==> src/hdl/ppto_defs.vh <==
// Constants for the programmable pulse and time-code output block.
`ifndef PPTO_DEFS_VH
`define PPTO_DEFS_VH
`define PPTO_ADDR_CTRL      4'h0
`define PPTO_ADDR_TRIG_DAY  4'h1
`define PPTO_ADDR_TRIG_TIME 4'h2
`define PPTO_ADDR_TRIG_FRAC 4'h3
`define PPTO_ADDR_ROUTE     4'h4
`define PPTO_ADDR_TCBITS    4'h5
`define PPTO_ADDR_STATUS    4'h6
`define PPTO_CTRL_MODE_LSB  0
`define PPTO_CTRL_POL_BIT   2
`define PPTO_CTRL_LOCAL_BIT 3
`define PPTO_CTRL_ARM_BIT   4
`define PPTO_CTRL_RESET     32'h00000000
`define PPTO_MODE_TRIG      2'h0
`define PPTO_MODE_SLOW      2'h1
`define PPTO_MODE_LW        2'h2
`define PPTO_MODE_LW_VAR    2'h3
`define PPTO_SLOW_MIN_S     2
`define PPTO_SLOW_HOUR_S    4
`define PPTO_SLOW_DAY_S     6
`define PPTO_LW_ZERO_MS     100
`define PPTO_LW_ONE_MS      200
`define PPTO_LW_B59_MS      500
`define PPTO_MS_PER_S       1000
`define PPTO_CLK_HZ         100000000
`define PPTO_CYC_PER_MS     (`PPTO_CLK_HZ / `PPTO_MS_PER_S)
`endif

==> src/hdl/ppto_sync2.v <==
// Two-flip-flop synchroniser for level inputs.
`timescale 1ns/1ps
module ppto_sync2 #(
  parameter W = 1
) (
  input  wire         i_clock,
  input  wire         i_arst_n,
  input  wire         i_ce,
  input  wire [W-1:0] i_async,
  output wire [W-1:0] o_sync
);
  reg [W-1:0] meta_ff;
  reg [W-1:0] sync_ff;
  always @(posedge i_clock or negedge i_arst_n) begin
    if (!i_arst_n) begin
      meta_ff <= {W{1'b0}};
      sync_ff <= {W{1'b0}};
    end else if (i_ce) begin
      meta_ff <= i_async;
      sync_ff <= meta_ff;
    end
  end
  assign o_sync = sync_ff;
endmodule

==> src/hdl/ppto_top.v <==
// Programmable pulse output: yearly one-shot, slow marker code, longwave minute code.
//
// Functional notes
// - The one-shot fires once per year at the set day-of-year, hour, minute, second, fraction.
// - Configuration picks the one-shot idle level, high or low.
// - On firing the output goes to the opposite level and holds until the one-shot is re-armed.
// - In slow code the output is high except during marker lows.
// - Slow code goes low 2 s at each minute, 4 s at each hour, 6 s at each day boundary.
// - The longwave code repeats every minute, aligned to the disciplined time base.
// - The longwave code can be routed to any digital output.
// - The variant sends a 0.5 s pulse in second 59; the standard variant sends none there.
// - The trigger time is compared against UTC or local time as configured.
// - Pulses drive only outputs whose jumper selects the programmable pulse function.
//
// The address-and-strobe port and the register offsets were left to the implementer.
`timescale 1ns/1ps
`include "ppto_defs.vh"
module ppto_top #(
  parameter N_OUT       = 3,
  parameter CYC_PER_MS  = `PPTO_CYC_PER_MS
) (
  input  wire             i_clock,
  input  wire             i_arst_n,
  input  wire             i_ce,
  input  wire [3:0]       i_addr,
  input  wire [31:0]      i_wdata,
  input  wire             i_wr,
  input  wire             i_rd,
  output reg  [31:0]      o_rdata,
  input  wire             i_pps,
  input  wire             i_ms_tick,
  input  wire [8:0]       i_utc_day,
  input  wire [4:0]       i_utc_hour,
  input  wire [5:0]       i_utc_min,
  input  wire [5:0]       i_utc_sec,
  input  wire [8:0]       i_loc_day,
  input  wire [4:0]       i_loc_hour,
  input  wire [5:0]       i_loc_min,
  input  wire [5:0]       i_loc_sec,
  input  wire [9:0]       i_msec,
  input  wire [N_OUT-1:0] i_jumper_pp,
  output reg  [N_OUT-1:0] o_pulse_out,
  output wire [N_OUT-1:0] o_pulse_oe
);
  // Time base arrives from the same clock domain; jumpers are pins and are synchronised.
  wire [N_OUT-1:0] jumper_s;
  ppto_sync2 #(.W(N_OUT)) u_jsync (
    .i_clock  (i_clock),
    .i_arst_n (i_arst_n),
    .i_ce     (i_ce),
    .i_async  (i_jumper_pp),
    .o_sync   (jumper_s)
  );

  reg [31:0]      ctrl_ff;
  reg [8:0]       trig_day_ff;
  reg [16:0]      trig_time_ff;
  reg [9:0]       trig_ms_ff;
  reg [N_OUT-1:0] route_ff;
  reg [59:0]      tc_bits_ff;
  reg [59:0]      tc_cur_ff;
  reg             fired_ff;
  reg             fired_seen_ff;
  reg [2:0]       slow_left_ff;
  reg             pps_d_ff;
  reg             wave_ff;

  wire [1:0] mode  = ctrl_ff[`PPTO_CTRL_MODE_LSB+1:`PPTO_CTRL_MODE_LSB];
  wire       pol   = ctrl_ff[`PPTO_CTRL_POL_BIT];
  wire       use_l = ctrl_ff[`PPTO_CTRL_LOCAL_BIT];
  wire       arm_w = i_wr && (i_addr == `PPTO_ADDR_CTRL) && i_wdata[`PPTO_CTRL_ARM_BIT];

  // Time reference for the trigger comparison.
  wire [8:0] t_day  = use_l ? i_loc_day  : i_utc_day;
  wire [4:0] t_hour = use_l ? i_loc_hour : i_utc_hour;
  wire [5:0] t_min  = use_l ? i_loc_min  : i_utc_min;
  wire [5:0] t_sec  = use_l ? i_loc_sec  : i_utc_sec;
  wire [16:0] t_sod = {t_hour, t_min, t_sec};
  wire trig_hit = i_ms_tick && (t_day == trig_day_ff) && (t_sod == trig_time_ff)
                  && (i_msec == trig_ms_ff);

  localparam [2:0] SLOW_DAY_S  = `PPTO_SLOW_DAY_S;
  localparam [2:0] SLOW_HOUR_S = `PPTO_SLOW_HOUR_S;
  localparam [2:0] SLOW_MIN_S  = `PPTO_SLOW_MIN_S;
  localparam [9:0] LW_ZERO_MS  = `PPTO_LW_ZERO_MS;
  localparam [9:0] LW_ONE_MS   = `PPTO_LW_ONE_MS;
  localparam [9:0] LW_B59_MS   = `PPTO_LW_B59_MS;

  wire pps_rise = i_pps && !pps_d_ff;
  wire min_b  = pps_rise && (i_utc_sec == 6'h00);
  wire hour_b = min_b && (i_utc_min == 6'h00);
  wire day_b  = hour_b && (i_utc_hour == 5'h00);

  // Register writes and the one-shot latch.
  always @(posedge i_clock or negedge i_arst_n) begin
    if (!i_arst_n) begin
      ctrl_ff      <= `PPTO_CTRL_RESET;
      trig_day_ff  <= 9'h001;
      trig_time_ff <= 17'h00000;
      trig_ms_ff   <= 10'h000;
      route_ff     <= {N_OUT{1'b0}};
      tc_bits_ff   <= 60'h000000000000000;
      fired_ff     <= 1'b0;
      fired_seen_ff <= 1'b0;
    end else if (i_ce) begin
      if (i_wr) begin
        case (i_addr)
          `PPTO_ADDR_CTRL:      ctrl_ff <= {27'h0000000, 1'b0, i_wdata[3:0]};
          `PPTO_ADDR_TRIG_DAY:  trig_day_ff <= i_wdata[8:0];
          `PPTO_ADDR_TRIG_TIME: trig_time_ff <= i_wdata[16:0];
          `PPTO_ADDR_TRIG_FRAC: trig_ms_ff <= i_wdata[9:0];
          `PPTO_ADDR_ROUTE:     route_ff <= i_wdata[N_OUT-1:0];
          `PPTO_ADDR_TCBITS:    tc_bits_ff <= {i_wdata[27:0], 32'h00000000};
          default: ;
        endcase
      end
      if (mode == `PPTO_MODE_TRIG && trig_hit) begin
        fired_ff      <= 1'b1;
        fired_seen_ff <= 1'b1;
      end else if (arm_w) begin
        fired_ff <= 1'b0;
      end
    end
  end

  // Slow code low time, in whole seconds, with the longest boundary winning.
  always @(posedge i_clock or negedge i_arst_n) begin
    if (!i_arst_n) begin
      slow_left_ff <= 3'h0;
      // Starting high means a pulse already high at release is not taken as a boundary.
      pps_d_ff     <= 1'b1;
    end else if (i_ce) begin
      pps_d_ff <= i_pps;
      if (day_b) begin
        slow_left_ff <= SLOW_DAY_S;
      end else if (hour_b) begin
        slow_left_ff <= SLOW_HOUR_S;
      end else if (min_b) begin
        slow_left_ff <= SLOW_MIN_S;
      end else if (pps_rise && slow_left_ff != 3'h0) begin
        slow_left_ff <= slow_left_ff - 3'h1;
      end
    end
  end

  // Longwave frame: bits latched at second 0, pulse width chosen per second.
  reg [9:0] lw_width;
  always @* begin
    lw_width = tc_cur_ff[i_utc_sec] ? LW_ONE_MS : LW_ZERO_MS;
    if (i_utc_sec == 6'd59) begin
      lw_width = (mode == `PPTO_MODE_LW_VAR) ? LW_B59_MS : 10'h000;
    end
  end
  wire lw_low = (i_msec < lw_width);

  reg wave_nxt;
  always @* begin
    case (mode)
      `PPTO_MODE_TRIG: wave_nxt = fired_ff ? ~pol : pol;
      `PPTO_MODE_SLOW: wave_nxt = (slow_left_ff == 3'h0);
      `PPTO_MODE_LW:   wave_nxt = ~lw_low;
      `PPTO_MODE_LW_VAR: wave_nxt = ~lw_low;
      default: wave_nxt = 1'b1;
    endcase
  end

  // Each output carries the shared waveform only where both jumper and route allow it.
  genvar g;
  generate
    for (g = 0; g < N_OUT; g = g + 1) begin : g_out
      always @(posedge i_clock or negedge i_arst_n) begin
        if (!i_arst_n) begin
          o_pulse_out[g] <= 1'b0;
        end else if (i_ce) begin
          o_pulse_out[g] <= jumper_s[g] & route_ff[g] & wave_ff;
        end
      end
    end
  endgenerate

  always @(posedge i_clock or negedge i_arst_n) begin
    if (!i_arst_n) begin
      tc_cur_ff   <= 60'h000000000000000;
      wave_ff     <= 1'b1;
      o_rdata     <= 32'h00000000;
    end else if (i_ce) begin
      if (min_b) begin
        tc_cur_ff <= tc_bits_ff;
      end
      wave_ff <= wave_nxt;
      o_rdata <= 32'h00000000;
      if (i_rd) begin
        case (i_addr)
          `PPTO_ADDR_CTRL:      o_rdata <= ctrl_ff;
          `PPTO_ADDR_TRIG_DAY:  o_rdata <= {23'h000000, trig_day_ff};
          `PPTO_ADDR_TRIG_TIME: o_rdata <= {15'h0000, trig_time_ff};
          `PPTO_ADDR_TRIG_FRAC: o_rdata <= {22'h000000, trig_ms_ff};
          `PPTO_ADDR_ROUTE:     o_rdata <= {{(32-N_OUT){1'b0}}, route_ff};
          `PPTO_ADDR_TCBITS:    o_rdata <= {4'h0, tc_bits_ff[59:32]};
          `PPTO_ADDR_STATUS:    o_rdata <= {26'h0000000, fired_seen_ff, fired_ff,
                                             wave_ff, slow_left_ff};
          default:              o_rdata <= 32'h00000000;
        endcase
      end
    end
  end

  assign o_pulse_oe = jumper_s & route_ff;
endmodule

==> config.mk <==
export PLATFORM = sky130hd
export DESIGN_NAME = ppto_top
export DESIGN_NICKNAME = d
export VERILOG_FILES = /design/src/hdl/ppto_sync2.v /design/src/hdl/ppto_top.v
export VERILOG_INCLUDE_DIRS = /design/src /design/src/hdl
export SDC_FILE = /design/constraint.sdc
export NUM_CORES = 1
export LEC_CHECK = 0
export ABC_AREA = 1
export BUFFER_PORTS_ARGS = -buffer_cell sky130_fd_sc_hd__buf_4
export CAP_MARGIN = 20
export CORE_ASPECT_RATIO = 2
export CORE_MARGIN = 3
export CORE_UTILIZATION = 55
export CTS_CLUSTER_DIAMETER = 60
export CTS_CLUSTER_SIZE = 40
export DETAILED_ROUTE_END_ITERATION = 10
export PLACE_DENSITY = 0.76
export SYNTH_ARGS = -nofsm -noshare
export SYNTH_HDL_FRONTEND = slang
export SYNTH_HIERARCHICAL = 1
export SYNTH_SLANG_ARGS = --single-unit
==> constraint.sdc <==
create_clock -name i_clock -period 5.36 [get_ports i_clock]
set_input_delay 0.268 -clock i_clock [delete_from_list [all_inputs] [get_ports i_clock]]
set_output_delay 0.268 -clock i_clock [all_outputs]
set_load 0.05 [all_outputs]
==> qor.tcl, run 1 <==
set qor(die_h_um) 169
set qor(largest_net_degree_at_the_start_of_global_routing) 89
set qor(fin_crit_ns) 2.62
set qor(power.density_cell_area_mw_per_mm2) 366
set qor(antenna_found_initial) 0
set qor(crit_arrival_ns) 2.98
set qor(syn_avg_cell_area_sq_um) 8.16
set qor(finalPower_w) 0.00331
set qor(maxSlewHeadroom_pct) 27.6
set qor(layout.area.seq_sq_mm) 0.00358
set qor(number_of_setup_violations_in_the_final_report) 0
set qor(postPlaceCellArea_sq_mm) 0.00838
set qor(mostFrequentLayoutCell) {sky130_fd_sc_hd__nand2_1}
set qor(rows) 59
set qor(avgRoutedWirePerCell_um) 20.3
set qor(post_synth_num_cell_types) 46
set qor(drt_drc_violations_left) 0
set qor(worst-slew-pin-transition_ns) 1.06
set qor(routed_wirelength_um) 24100
set qor(cap_viol_max_count) 0
set qor(dp_hpwl_um) 18200
set qor(timing.critical_path.buf_inv) 1
set qor(dr_total_vias) 6716
set qor(crit_path_max_fanout) 24
set qor(design.die.area_sq_mm) 0.0148
set qor(timing_max_transition_violations_final) 0
set qor(ys.warnings.count) 6
set qor(setup_total_negative_slack_ns) 0
set qor(utilization_pct) 69.6
set qor(hp-class) {input pin to register}
set qor(crit_type) {register to register}
set qor(syn_area_sq_mm) 0.00731
set qor(gate_count_after_technology_mapping) 896
set qor(number_of_buffers_created_by_cts) 17
set qor(timing.clock.skew_ns) 0.00739
set qor(grt_pass1_wl_um) 35800
set qor(antenna_left) 0
set qor(critPathLaunchType) {register}
set qor(end_kind) {register}
set qor(clock_latency_late_sink_ns) 0.42
set qor(synth_enable_flop_cells) 0
set qor(finalCritPeriodShare_pct) 48.9
set qor(multi_input_area_sq_mm) 0.00306
set qor(final_nets) 1143
set qor(firstDrtPassIters) 5
set qor(fin_cells) 1191
set qor(crit_path_cell_trace) {buf_4, o21ai_0, or2_2, a21oi_1, nand3b_1, nor4_1, a31o_2}
set qor(hold_violations) 0
set qor(stdcell_area_sq_mm) 0.00904
set qor(cp_delay_by_family_top) {simple AND/OR/NAND/NOR gates}
set qor(cts.repair.resized) 0
set qor(layout_common_cells) {261 x sky130_fd_sc_hd__nand2_1, 143 x sky130_fd_sc_hd__buf_4, 140 x sky130_fd_sc_hd__dfrtp_1}
set qor(synthesis_to_finish_area_growth_pct) 23.7
set qor(max_stage_delay_ns) 0.70
set qor(clk_path_buf_depth) 2
set qor(grt_residual_overflow) 0
set qor(place.gp.congestion) 0.997
set qor(cts_tree) {done}
set qor(result_of_the_run) {completed}
set qor(ys_seq_elements) 143
set qor(clock-root-buffer) {sky130_fd_sc_hd__clkbuf_16}
set qor(vdd.ir_drop.worst_uv) 327
set qor(leakage_nw) 4.63
set qor(layout-drive-gt1-share_pct) 21.3
set qor(h_tree_depth) 4
set qor(cp.required_ns) 5.72
set qor(number_of_global_route_vias_before_repair) 6528
set qor(setup_repair_after_global_routing_missed_its_margin) {no}
set qor(synth_sequential_area_ratio_pct) 49.0
set qor(port_buffers) 137
set qor(cts.sink_count) 143
set qor(horizontal_extent_of_the_die_um) 87.5
set qor(count_of_routing_violations_after_the_opening_detailed_route_iteration) 463
set qor(post-place-cells) 1158
set qor(synthArstFlopShare_pct) 100
set qor(grt_usage_pct) 33.2
set qor(avgViaCountPerCell) 5.64
set qor(fillCellCount) 1084
set qor(boundaryPins) 146
set qor(n_antenna_cell) 0
set qor(max_freq_mhz) 381
set qor(clk_pin_slew_worst_paths_ns) 0.06
set qor(worst_path_max_delay_cell) {sky130_fd_sc_hd__dfrtp_1}
set qor(effective_utilization_at_floorplan_pct) 56.2
set qor(coreArea_sq_mm) 0.0130
set qor(synth-main-ff-cell) {sky130_fd_sc_hd__dfrtp_1}
-- cells by family after synthesis --
logic type | after synthesis | synth area share [%]
DFF | 143 | 49.0
xor gates and xnor gates | 24 | 2.88
other | 1 | 0.0513
muxes | 9 | 1.35
buffers and inverters | 158 | 9.26
and+or+nand+nor | 360 | 20.5
AOI/OAI and AO/OA | 193 | 15.6
adders and majority gates | 8 | 1.37
-- stage by stage --
step | hold WS, ns | worst slack, ns
2_1_floorplan | -0.0276 | 3.43
3_3_place_gp | 0.389 | 2.70
3_5_place_dp | 0.390 | 2.66
4_1_cts | 0.0410 | 2.77
5_1_grt | 0.0555 | 2.64
6_report | 0.0428 | 2.74
-- final timing paths --
path	start	to	slack [ns]	cells after the start
worst max-delay path	ctrl_ff[3]	fired_ff	2.74	7
worst min-delay path	i_jumper_pp[2]	u_jsync/meta_ff[2]	0.04	3
worst max register to register	ctrl_ff[3]	fired_ff	2.74	7
worst min register to register	fired_seen_ff	fired_seen_ff	0.47	1
max in group asynchronous	i_arst_n	o_rdata[0]	3.61	3
min in group asynchronous	i_arst_n	tc_cur_ff[57]	0.48	2
-- power breakdown --
part | internal [W] | leakage (nW) | switching [W]
Combinational | 0.000246 | 2.55 | 0.000417
Sequential | 0.00123 | 1.78 | 0.000139
Clock | 0.000794 | 0.305 | 0.000481
-- worst register-to-register path: stages (launching register included) --
cell,delay (ns)
sky130_fd_sc_hd__dfrtp_1,0.70
sky130_fd_sc_hd__buf_4,0.39
sky130_fd_sc_hd__o21ai_0,0.23
sky130_fd_sc_hd__or2_2,0.32
sky130_fd_sc_hd__a21oi_1,0.17
sky130_fd_sc_hd__nand3b_1,0.09
sky130_fd_sc_hd__nor4_1,0.44
sky130_fd_sc_hd__a31o_2,0.23
-- final cells by class --
cell class	count	share of cell area, %
Timing Repair Buffer	146	12.4
Tap cell	152	2.10
Inverter	121	5.11
Sequential cell	143	39.6
Multi-Input combinational cell	598	33.9
Clock inverter	12	2.01
Clock buffer	19	4.90
-- repair_timing --
action	4_1_cts	5_1_grt
hold endpoints to repair	86	0
setup buffers	0	0
hold buffers	1	0
-- routing by layer --
| layer | up-vias | wire [um] | GRT usage [%] |
|---|---|---|---|
| li1 | 3151 | - | - |
| met1 | 3185 | 8000 | 34.2 |
| met2 | 297 | 13100 | 60.5 |
| met3 | 83 | 1230 | 4.87 |
| met4 | 0 | 1780 | 20.6 |
| met5 | - | 0 | 0 |
-- registers in the layout (all words and copies together) (netlist names) --
register         flops
trig_ms_ff          10
wave_ff              1
o_rdata             28
pps_d_ff             1
o_pulse_out          3
fired_seen_ff        1
tc_bits_ff          28
route_ff             3
u_jsync/meta_ff      3
u_jsync/o_sync       3
trig_day_ff          9
ctrl_ff              4
slow_left_ff         3
trig_time_ff        17
fired_ff             1
tc_cur_ff           28
-- Yosys cell counts (6+ instances only) --
cell	instances	area [sq um]
sky130_fd_sc_hd__inv_1	115	432
sky130_fd_sc_hd__nand2_1	261	980
sky130_fd_sc_hd__ha_1	8	100
sky130_fd_sc_hd__a32o_1	13	130
sky130_fd_sc_hd__buf_2	9	45.0
sky130_fd_sc_hd__a21oi_1	12	60.1
sky130_fd_sc_hd__buf_4	6	45.0
sky130_fd_sc_hd__nor2_2	7	43.8
sky130_fd_sc_hd__a22o_1	7	61.3
sky130_fd_sc_hd__clkbuf_1	18	67.6
sky130_fd_sc_hd__nand2_2	6	37.5
sky130_fd_sc_hd__nor2_1	34	128
sky130_fd_sc_hd__dfrtp_1	140	3500
sky130_fd_sc_hd__o21ai_1	9	45.0
sky130_fd_sc_hd__xor2_1	20	175
sky130_fd_sc_hd__o22ai_1	13	81.3
sky130_fd_sc_hd__nand4_1	7	43.8
sky130_fd_sc_hd__mux2_2	7	78.8
sky130_fd_sc_hd__o21ai_0	120	601
sky130_fd_sc_hd__or2_2	10	62.6
sky130_fd_sc_hd__nand3_1	24	120
Power figures use the tool's default switching activity.
==> inputs of run 2 (changes only) <==
CORE_UTILIZATION = 50   (was 55)
PLACE_DENSITY = 0.72   (was 0.76)
clock period = 2.3 ns   (was 5.36 ns; I/O delays follow)
==> qor.tcl, run 2 (same netlist as run 1, synthesis figures left out) <==
set qor(result_of_the_run) {completed}
set qor(number_of_buffers_created_by_cts) 17
set qor(coreArea_sq_mm) 0.0141
set qor(firstDrtPassIters) 7
set qor(setup_repair_after_global_routing_missed_its_margin) {no}
set qor(drt_drc_violations_left) 0
set qor(leakage_nw) 4.78
set qor(cell_internal_power_dissipation_w) 0.00494
set qor(fin_crit_ns) 2.06
set qor(antenna_left) 0
set qor(setup_total_negative_slack_ns) 0
set qor(mostFrequentLayoutCell) {sky130_fd_sc_hd__nand2_1}
set qor(finalCritPeriodShare_pct) 89.6
set qor(layout_common_cells) {261 x sky130_fd_sc_hd__nand2_1, 158 x sky130_fd_sc_hd__buf_4, 140 x sky130_fd_sc_hd__dfrtp_1}
set qor(layout-drive-gt1-share_pct) 22.1
set qor(grt_usage_pct) 29.4
set qor(dp_hpwl_um) 17900
set qor(vdd.ir_drop.worst_uv) 450
set qor(cp.required_ns) 2.65
set qor(die_h_um) 177
set qor(power.switching_fraction_pct) 33.6
set qor(clock-root-buffer) {sky130_fd_sc_hd__clkbuf_16}
set qor(power.density_cell_area_mw_per_mm2) 792
set qor(max_freq_mhz) 485
set qor(h_tree_depth) 4
set qor(min_to) {trig_day_ff[5]}
set qor(grt_residual_overflow) 0
set qor(fillCellCount) 1206
set qor(port_buffers) 137
set qor(hp-class) {input pin to register}
set qor(critical_register_to_register_path_endpoint) {wave_ff}
set qor(rows) 61
set qor(crit_path_max_fanout) 2
set qor(final_nets) 1182
set qor(crit_arrival_ns) 2.42
set qor(utilization_pct) 66.4
set qor(clk_pin_slew_worst_paths_ns) 0.07
set qor(horizontal_extent_of_the_die_um) 91.5
set qor(power_frac_comb_pct) 21.4
set qor(avgRoutedWirePerCell_um) 18.3
set qor(boundaryPins) 146
set qor(grt_pass1_wl_um) 36000
set qor(clk_path_buf_depth) 2
set qor(post_cts.repair.setup_buffers) 0
set qor(hold_violations) 0
set qor(largest_registers) {o_rdata x28, tc_bits_ff x28, tc_cur_ff x28}
set qor(cts_tree) {done}
set qor(antenna_found_initial) 0
set qor(avgViaCountPerCell) 5.35
set qor(timing_max_transition_violations_final) 0
set qor(end_kind) {register}
set qor(worst-slew-pin-transition_ns) 0.681
set qor(r2r_start) {tc_cur_ff[53]}
set qor(number_of_global_route_vias_before_repair) 6736
set qor(cts.sink_count) 143
set qor(place.gp.congestion) 0.991
set qor(worst_hold_start) {i_wdata[5]}
set qor(reg2reg_slack_ns) 0.24
set qor(p_sw_w) 0.00249
set qor(n_antenna_cell) 0
set qor(number_of_setup_violations_in_the_final_report) 0
set qor(maxSlewHeadroom_pct) 53.4
set qor(p_clk_share_pct) 35.7
set qor(min_delay_path_depth) 3
set qor(critPathLaunchType) {register}
set qor(timing.clock.skew_ns) 0.00985
set qor(effective_utilization_at_floorplan_pct) 51.8
set qor(r2r.worst_path.cells) 14
set qor(design.die.area_sq_mm) 0.0162
set qor(dr_total_vias) 6778
set qor(power.share.sequential_pct) 42.8
set qor(synthesis_to_finish_area_growth_pct) 28.4
set qor(clock_latency_late_sink_ns) 0.42
set qor(routed_wirelength_um) 23300
set qor(cap_viol_max_count) 0
set qor(largest_net_degree_at_the_start_of_global_routing) 53
set qor(crit_type) {register to register}
set qor(count_of_routing_violations_after_the_opening_detailed_route_iteration) 532
[run 2: changes by cell type in the layout (fill, tap and decap cells not counted), sizes merged]
cell and change:
buf +15, bufinv -4, clkbuf -2, clkinv +2, dlygate4sd3 +24, inv +5
[run 2: area by class of cell]
type / instances / area [sq um] / share of cell area [%]
Clock inverter: 15 / 146 / 1.56
Tap cell: 189 / 236 / 2.52
Sequential cell: 143 / 3580 / 38.2
Timing Repair Buffer: 185 / 1470 / 15.6
Inverter: 121 / 462 / 4.92
Multi-Input combinational cell: 598 / 3060 / 32.6
Clock buffer: 17 / 425 / 4.54
[run 2: power groups by stage]
| stage | logic, W | clock network (W) | registers [W] |
|---|---|---|---|
| 2_1_floorplan | 0.000948 | 0 | 0.00313 |
| 3_3_place_gp | 0.00153 | 0 | 0.00320 |
| 3_5_place_dp | 0.00155 | 0 | 0.00321 |
| 4_1_cts | 0.00160 | 0.00268 | 0.00317 |
| 5_1_grt | 0.00179 | 0.00280 | 0.00321 |
| 6_report | 0.00159 | 0.00266 | 0.00318 |
[run 2: how the worst max path moves through the flow]
stage | start | endpoint | slack, ns | depth (start not counted)
finish | tc_cur_ff[53] | wave_ff | 0.24 | 14
global route | tc_cur_ff[35] | wave_ff | 0.06 | 19
CTS | tc_cur_ff[44] | wave_ff | 0.22 | 14
detailed placement | i_utc_sec[0] | wave_ff | 0.19 | 16
floorplan | i_utc_sec[0] | wave_ff | 0.52 | 16
global placement | i_utc_sec[0] | wave_ff | 0.23 | 16
[run 2: worst max-delay path, stage by stage, from the launching register on]
cell and delay (ns):
sky130_fd_sc_hd__dfrtp_1 0.41, sky130_fd_sc_hd__nand2_1 0.08, sky130_fd_sc_hd__nand3_1 0.07, sky130_fd_sc_hd__nand3_1 0.14
sky130_fd_sc_hd__nand2_1 0.07, sky130_fd_sc_hd__nor2_1 0.15, sky130_fd_sc_hd__nor2_2 0.08, sky130_fd_sc_hd__a21oi_1 0.14
sky130_fd_sc_hd__ha_1 0.25, sky130_fd_sc_hd__a21oi_1 0.15, sky130_fd_sc_hd__nor2_1 0.06, sky130_fd_sc_hd__nor4_1 0.16
sky130_fd_sc_hd__nand2_1 0.11, sky130_fd_sc_hd__nand2_1 0.08, sky130_fd_sc_hd__a21oi_2 0.05
[run 2: what timing repair did]
item	in CTS	in global routing
hold buffers	25	0
resized for setup	0	0
endpoints found under the hold margin	77	0
[run 2: metal layers]
metal,vias to the layer above,global-route usage (%),part of all wire (%)
met3,72,4.21,4.8
met4,0,17.1,5.9
met2,277,53.6,54
met5,-,0,0
met1,3194,32.0,36
li1,3235,-,-
[run 2: through the flow]
step | total power (W) | hold slack [ns] | std cells | area, sq um | worst slack (ns)
after floorplan | 0.00408 | -0.181 | 899 | 7320 | 0.523
after global placement | 0.00473 | 0.0889 | 1211 | 8560 | 0.231
after detailed placement | 0.00477 | 0.0880 | 1211 | 8560 | 0.188
after CTS | 0.00745 | 0.00278 | 1268 | 9380 | 0.215
after global routing | 0.00779 | 0.0265 | 1268 | 9380 | 0.0551
final | 0.00743 | 0.00975 | 1268 | 9380 | 0.238
